`src/pkg/pcrb_pkg.sv`:
```
// Package: register map, field layout and port bundles of the pull control bank
package pcrb_pkg;

   // Register addresses
   localparam logic [7:0] ADDR_OFFSET_LOW    = 8'h00;
   localparam logic [7:0] ADDR_OFFSET_HIGH   = 8'h01;
   localparam logic [7:0] ADDR_PULL_RANGE    = 8'h02;

   // Field layout
   localparam int REG_W          = 16;
   localparam int LOW_W          = 16;
   localparam int HIGH_W         = 10;
   localparam int OFFSET_W       = 26;
   localparam int OE_BIT         = 10;
   localparam int RANGE_W        = 4;

   // Reset values
   localparam logic [LOW_W-1:0]    LOW_RESET    = 16'h0000;
   localparam logic [HIGH_W-1:0]   HIGH_RESET   = 10'h000;
   localparam logic                OE_RESET     = 1'b0;
   localparam logic [RANGE_W-1:0]  RANGE_RESET  = 4'h0;
   localparam logic [REG_W-1:0]    READ_ZERO    = 16'h0000;

   // Register access request from the serial slave front end
   typedef struct packed {
      logic              wr_en;
      logic              rd_en;
      logic [7:0]        addr;
      logic [REG_W-1:0]  wdata;
   } pcrb_req_t;

   // Read answer back to the serial slave front end
   typedef struct packed {
      logic              valid;
      logic [REG_W-1:0]  data;
   } pcrb_rsp_t;

   // Whole state of the bank
   typedef struct packed {
      logic [LOW_W-1:0]     low_word;
      logic [HIGH_W-1:0]    high_word;
      logic                 oe_bit;
      logic [RANGE_W-1:0]   pull_range;
      logic                 range_loaded;
      logic [OFFSET_W-1:0]  applied;
      logic                 update;
      pcrb_rsp_t            rsp;
   } pcrb_state_t;

endpackage

```
`src/rtl/pcrb_bank.sv`:
```
// Pull control register bank: offset word, output enable and pull range
`timescale 1ns/1ps
//
// Summary of operation
// - Pull range, offset and output enable are set by writes to 0x00-0x02.
// - Register 0x00 holds the low 16 offset bits, read and write.
// - Register 0x01 bits 9..0 hold the upper 10 offset bits, read and write.
// - After power-up the whole 26-bit offset word is zero.
// - The 26-bit offset word is a signed two's complement value.
// - A new offset is applied only when the high word is written.
// - Bit 10 of 0x01 enables the output driver while oe_sw_mode is set and resets to zero.
// - The enable bit is written only under software enable control.
// - Bits 15..11 of 0x01 read as zero and ignore writes.
// - Bits 3..0 of 0x02 select the pull range; bits 15..4 read only.
// - Range codes 0..15 select 6.25 up to 3200 ppm in ascending order.
// - The range field loads a factory value in the first cycle after each reset release, then is writable.

module pcrb_bank (
   input  wire logic                               clk_sys,
   input  wire logic                               reset,
   input  wire pcrb_pkg::pcrb_req_t                req,
   input  wire logic                               oe_sw_mode,
   input  wire logic [pcrb_pkg::RANGE_W-1:0]       factory_range,
   output pcrb_pkg::pcrb_rsp_t                     rsp,
   output logic signed [pcrb_pkg::OFFSET_W-1:0]    pull_offset_word,
   output logic                                    offset_update,
   output logic                                    out_drive_enable,
   output logic [pcrb_pkg::RANGE_W-1:0]            pull_range
);

   ////////////////////////////////////////////////////////////////////////
   // Address decode

   function automatic logic addr_is(input logic [7:0] a,
                                    input logic [7:0] target);
      addr_is = (a == target);
   endfunction

   pcrb_pkg::pcrb_state_t  state;
   pcrb_pkg::pcrb_state_t  next_state;
   logic                   wr_low;
   logic                   wr_high;
   logic                   wr_range;

   assign wr_low   = req.wr_en &&
                     addr_is(req.addr, pcrb_pkg::ADDR_OFFSET_LOW);
   assign wr_high  = req.wr_en &&
                     addr_is(req.addr, pcrb_pkg::ADDR_OFFSET_HIGH);
   assign wr_range = req.wr_en &&
                     addr_is(req.addr, pcrb_pkg::ADDR_PULL_RANGE);

   ////////////////////////////////////////////////////////////////////////
   // Next state

   always_comb begin
      next_state = state;
      next_state.update = 1'b0;
      next_state.rsp.valid = 1'b0;
      // Factory range taken once after reset release
      if (!state.range_loaded) begin
         next_state.pull_range   = factory_range;
         next_state.range_loaded = 1'b1;
      end
      if (wr_low) begin
         next_state.low_word = req.wdata[pcrb_pkg::LOW_W-1:0];
      end
      if (wr_high) begin
         next_state.high_word = req.wdata[pcrb_pkg::HIGH_W-1:0];
         // Upper bits 15..11 dropped here
         if (oe_sw_mode) begin
            next_state.oe_bit = req.wdata[pcrb_pkg::OE_BIT];
         end
         // Low and high join only on the high write
         next_state.applied = {req.wdata[pcrb_pkg::HIGH_W-1:0],
                               state.low_word};
         next_state.update  = 1'b1;
      end
      if (wr_range) begin
         // A write in the load cycle wins over the factory value
         next_state.pull_range =
            req.wdata[pcrb_pkg::RANGE_W-1:0];
      end
      if (req.rd_en) begin
         next_state.rsp.valid = 1'b1;
         next_state.rsp.data  = pcrb_pkg::READ_ZERO;
         if (addr_is(req.addr, pcrb_pkg::ADDR_OFFSET_LOW)) begin
            next_state.rsp.data = state.low_word;
         end else if (addr_is(req.addr, pcrb_pkg::ADDR_OFFSET_HIGH)) begin
            next_state.rsp.data[pcrb_pkg::HIGH_W-1:0] = state.high_word;
            next_state.rsp.data[pcrb_pkg::OE_BIT]     = state.oe_bit;
         end else if (addr_is(req.addr, pcrb_pkg::ADDR_PULL_RANGE)) begin
            next_state.rsp.data[pcrb_pkg::RANGE_W-1:0] = state.pull_range;
         end
      end
   end

   ////////////////////////////////////////////////////////////////////////
   // State register

   always_ff @(posedge clk_sys or posedge reset) begin
      if (reset) begin
         state.low_word     <= pcrb_pkg::LOW_RESET;
         state.high_word    <= pcrb_pkg::HIGH_RESET;
         state.oe_bit       <= pcrb_pkg::OE_RESET;
         state.pull_range   <= pcrb_pkg::RANGE_RESET;
         state.range_loaded <= 1'b0;
         state.applied      <= '0;
         state.update       <= 1'b0;
         state.rsp          <= '0;
      end else begin
         state <= next_state;
      end
   end

   ////////////////////////////////////////////////////////////////////////
   // Outputs

   assign rsp              = state.rsp;
   assign pull_offset_word = signed'(state.applied);
   assign offset_update    = state.update;
   assign out_drive_enable = state.oe_bit && oe_sw_mode;
   assign pull_range       = state.pull_range;
endmodule

```
`config.mk`:
```
export PLATFORM = sky130hd
export DESIGN_NAME = pcrb_bank
export DESIGN_NICKNAME = d
export VERILOG_FILES = /design/src/pkg/pcrb_pkg.sv /design/src/rtl/pcrb_bank.sv
export SDC_FILE = /design/constraint.sdc
export NUM_CORES = 1
export LEC_CHECK = 0
export BUFFER_PORTS_ARGS = -buffer_cell sky130_fd_sc_hd__buf_2
export CAP_MARGIN = 40
export CORE_AREA = 2 2 92 94
export CTS_CLUSTER_SIZE = 25
export DETAILED_ROUTE_END_ITERATION = 10
export DIE_AREA = 0 0 94 96
export PLACE_DENSITY_LB_ADDON = 0.1
export SETUP_SLACK_MARGIN = 0.2
export SYNTH_ARGS = -nofsm -noshare
export SYNTH_HDL_FRONTEND = slang
export SYNTH_SLANG_ARGS = --single-unit
export TNS_END_PERCENT = 30
```
`constraint.sdc`:
```
create_clock -name clk_sys -period 2 [get_ports clk_sys]
set_input_delay 0.1 -clock clk_sys [delete_from_list [all_inputs] [get_ports clk_sys]]
set_output_delay 0.1 -clock clk_sys [all_outputs]
set_load 0.01 [all_outputs]
```
==> results.cfg <==
[critical_path]
critPathLaunchType = input pin
r2r_cells = 2
path_class = in2reg
cp-end-kind = flip-flop
critPathArrivalTime_ns = 1.54
crit_start = req[21]
regToRegStartpoint = state[44]
crit_fanout = 15
endpoint = state[50]
worst_r2r_endpoint = pull_range[3]
reg2reg_slack_ns = 0.86
crit_required_ns = 2.22

[floorplan]
fp-row-count = 33
dieArea_sq_um = 9024
start_util = 0.3893
num_io_pins = 82
core_area_sq_um = 8051
dieHeight_microns = 96
die_w_microns = 94

[clock_tree]
htree_num_levels = 3
numCtsBuffers = 9
cts_setup_buffers = 0
root_buffer = clkbuf_8
cts_tree = done
clockBufferDepth = 2
cts_num_sinks = 66
insertion_delay_ns = 0.34
cts.clk_slew.worst_paths_ns = 0.06

[final_layout]
final_nets = 306
diodes = 0
fin_area_sq_um = 3596
area_delta_synth_final_pct = 14.73
final_layout_size_suffix_gt1_frac = 0.5647
fin_util = 0.4466

[sta]
slew-limit-headroom = 0.6038
post-route-period-util = 0.6604
worst_slack_ns = 0.6793
fin_tns_setup_ns = 0
hold_slack_ns = 0.009737
rsz0062_at_grt = false
finalHoldViolCount = 0
layout_min_cycle_time_ns = 1.321
tightest_slew_ns = 0.5936
skew_ns = 0.005568
setup_viol = 0
drv_slew = 0
max_freq_mhz = 757.2

[worst_hold_path]
hp-class = in2reg
hold_depth = 2

[placed_design]
place_congestion = 0.7053
pre_cts_slack_ns = 0.3018
portBuffers = 81
hpwl_mm = 4.289
dpl_cell_area_sq_um = 3332

[synthesis]
yosysMostFrequentCell = dfrtp_1
async_flop_share = 1.000
yosys.area.top_type = dfrtp_1
synth_seq_area_share = 0.5269
netlist_instances = 218
synthDistinctLibCells = 23
ys_seq_elements = 66
synthesis.area_sq_um = 3134
ys_top_cells_by_count = dfrtp_1 (66), buf_4 (48), mux2_2 (32), mux2_4 (19), o2bb2ai_1 (11)
synth-edff-count = 0
synth_top_cell_area_share = 0.5269
synth_area_per_cell_sq_um = 14.38
synth_nets = 251
yosys_most_used_dff = dfrtp_1
synth_warnings = 0
synth.area.top_cells = dfrtp_1 (53%), buf_4 (11%), mux2_2 (11%)

[power]
leakagePower_uw = 0.001932
power_density_nw_per_um2 = 714.4
vdd_drop_max_uv = 282.9

[global_routing]
grt_pass1_vias = 1859
overflow = 0
antenna_found_initial = 0
grt_start_max_net_pins = 67
grt_usage = 0.1491
grt_first_pass_wirelength_mm = 9.929

[detailed_routing]
drtAntennaViolNets = 0
vias = 1813
via_per_inst = 4.734
drc = 0
routed_wl_mm = 6.164
wl_per_cell_microns = 16.09
dr.first_iter.drc_count = 60
first_pass_iters = 4

[run]
maxCapViolCount = 0

[status]
status = complete, no violations
-- cell type report --
type	count	area (sq um)
multi-input combinational	96	1062
clock buffer	13	148.9
inverter	3	11.26
sequential	66	1652
timing repair buffer	97	575.6
tap	105	131.4
clock inverter	3	15.01
fill	778	4456
-- layout by cell type (no fill, tap or decap), types with 2 or more instances in the layout --
master,n
buf_2,81
dfrtp_1,66
mux2_2,32
mux2_4,19
o2bb2ai_1,11
clkbuf_8,10
dlygate4sd3_1,10
a22oi_1,7
a22o_1,5
mux2i_1,4
a2bb2oi_1,4
buf_4,4
clkbuf_1,3
clkinv_2,3
inv_1,2
nor4_4,2
nand3_4,2
nand4_1,2
buf_12,2
-- worst max-delay path, stage by stage --
cell and delay, ns:
buf_2 0.11, nor4_4 0.44, nand3_4 0.31, buf_12 0.26, mux2_4 0.30
-- report_power, final --
part	internal, uW	switching (uW)	total, uW
logic	107	104	211
registers	1370	29.2	1400
clock network	479	478	956
-- what timing repair did --
item,CTS,global route
endpoints found under the hold margin,75,1
hold buffers,9,1
resized for setup,0,0
-- sequential cells by signal, summed over array words and instances, names as in the netlist --
signal	cells
state	28
pull_range	4
rsp	17
offset_update	1
pull_offset_word	16
-- worst min path at each step --
| stage | slack (ns) | from | to |
|---|---|---|---|
| finish | 0.01 | req[4] | state[64] |
| global route | 0.007 | req[8] | state[58] |
| CTS | 0.0007 | req[4] | state[64] |
| detailed placement | 0.21 | reset | pull_offset_word[14] |
| global placement | 0.21 | reset | pull_offset_word[14] |
| floorplan | 0.13 | req[24] | rsp[16] |
-- kinds of logic (layout without fill, tap and decap cells) --
group	count (synthesis)	in the layout	synth area share
buffers and inverters	56	116	0.1341
DFF	66	66	0.5269
other	1	1	0.001196
muxes	55	55	0.2188
AOI/OAI and AO/OA	27	27	0.07265
and+or+nand+nor	13	13	0.04630
-- routing by layer --
metal	part of all wire	GRT usage	wire length, microns
met1	0.47	0.2047	2887
met4	0.022	0.07609	137
met2	0.46	0.2196	2819
met5	0	0	0
met3	0.052	0.03681	320
-- stage by stage --
step	instances	power, uW
detailed placement	357	1629
global route	383	2696
CTS	382	2603
floorplan	218	1556
global placement	357	1627
finish	383	2569
Power figures use the tool's default switching activity.
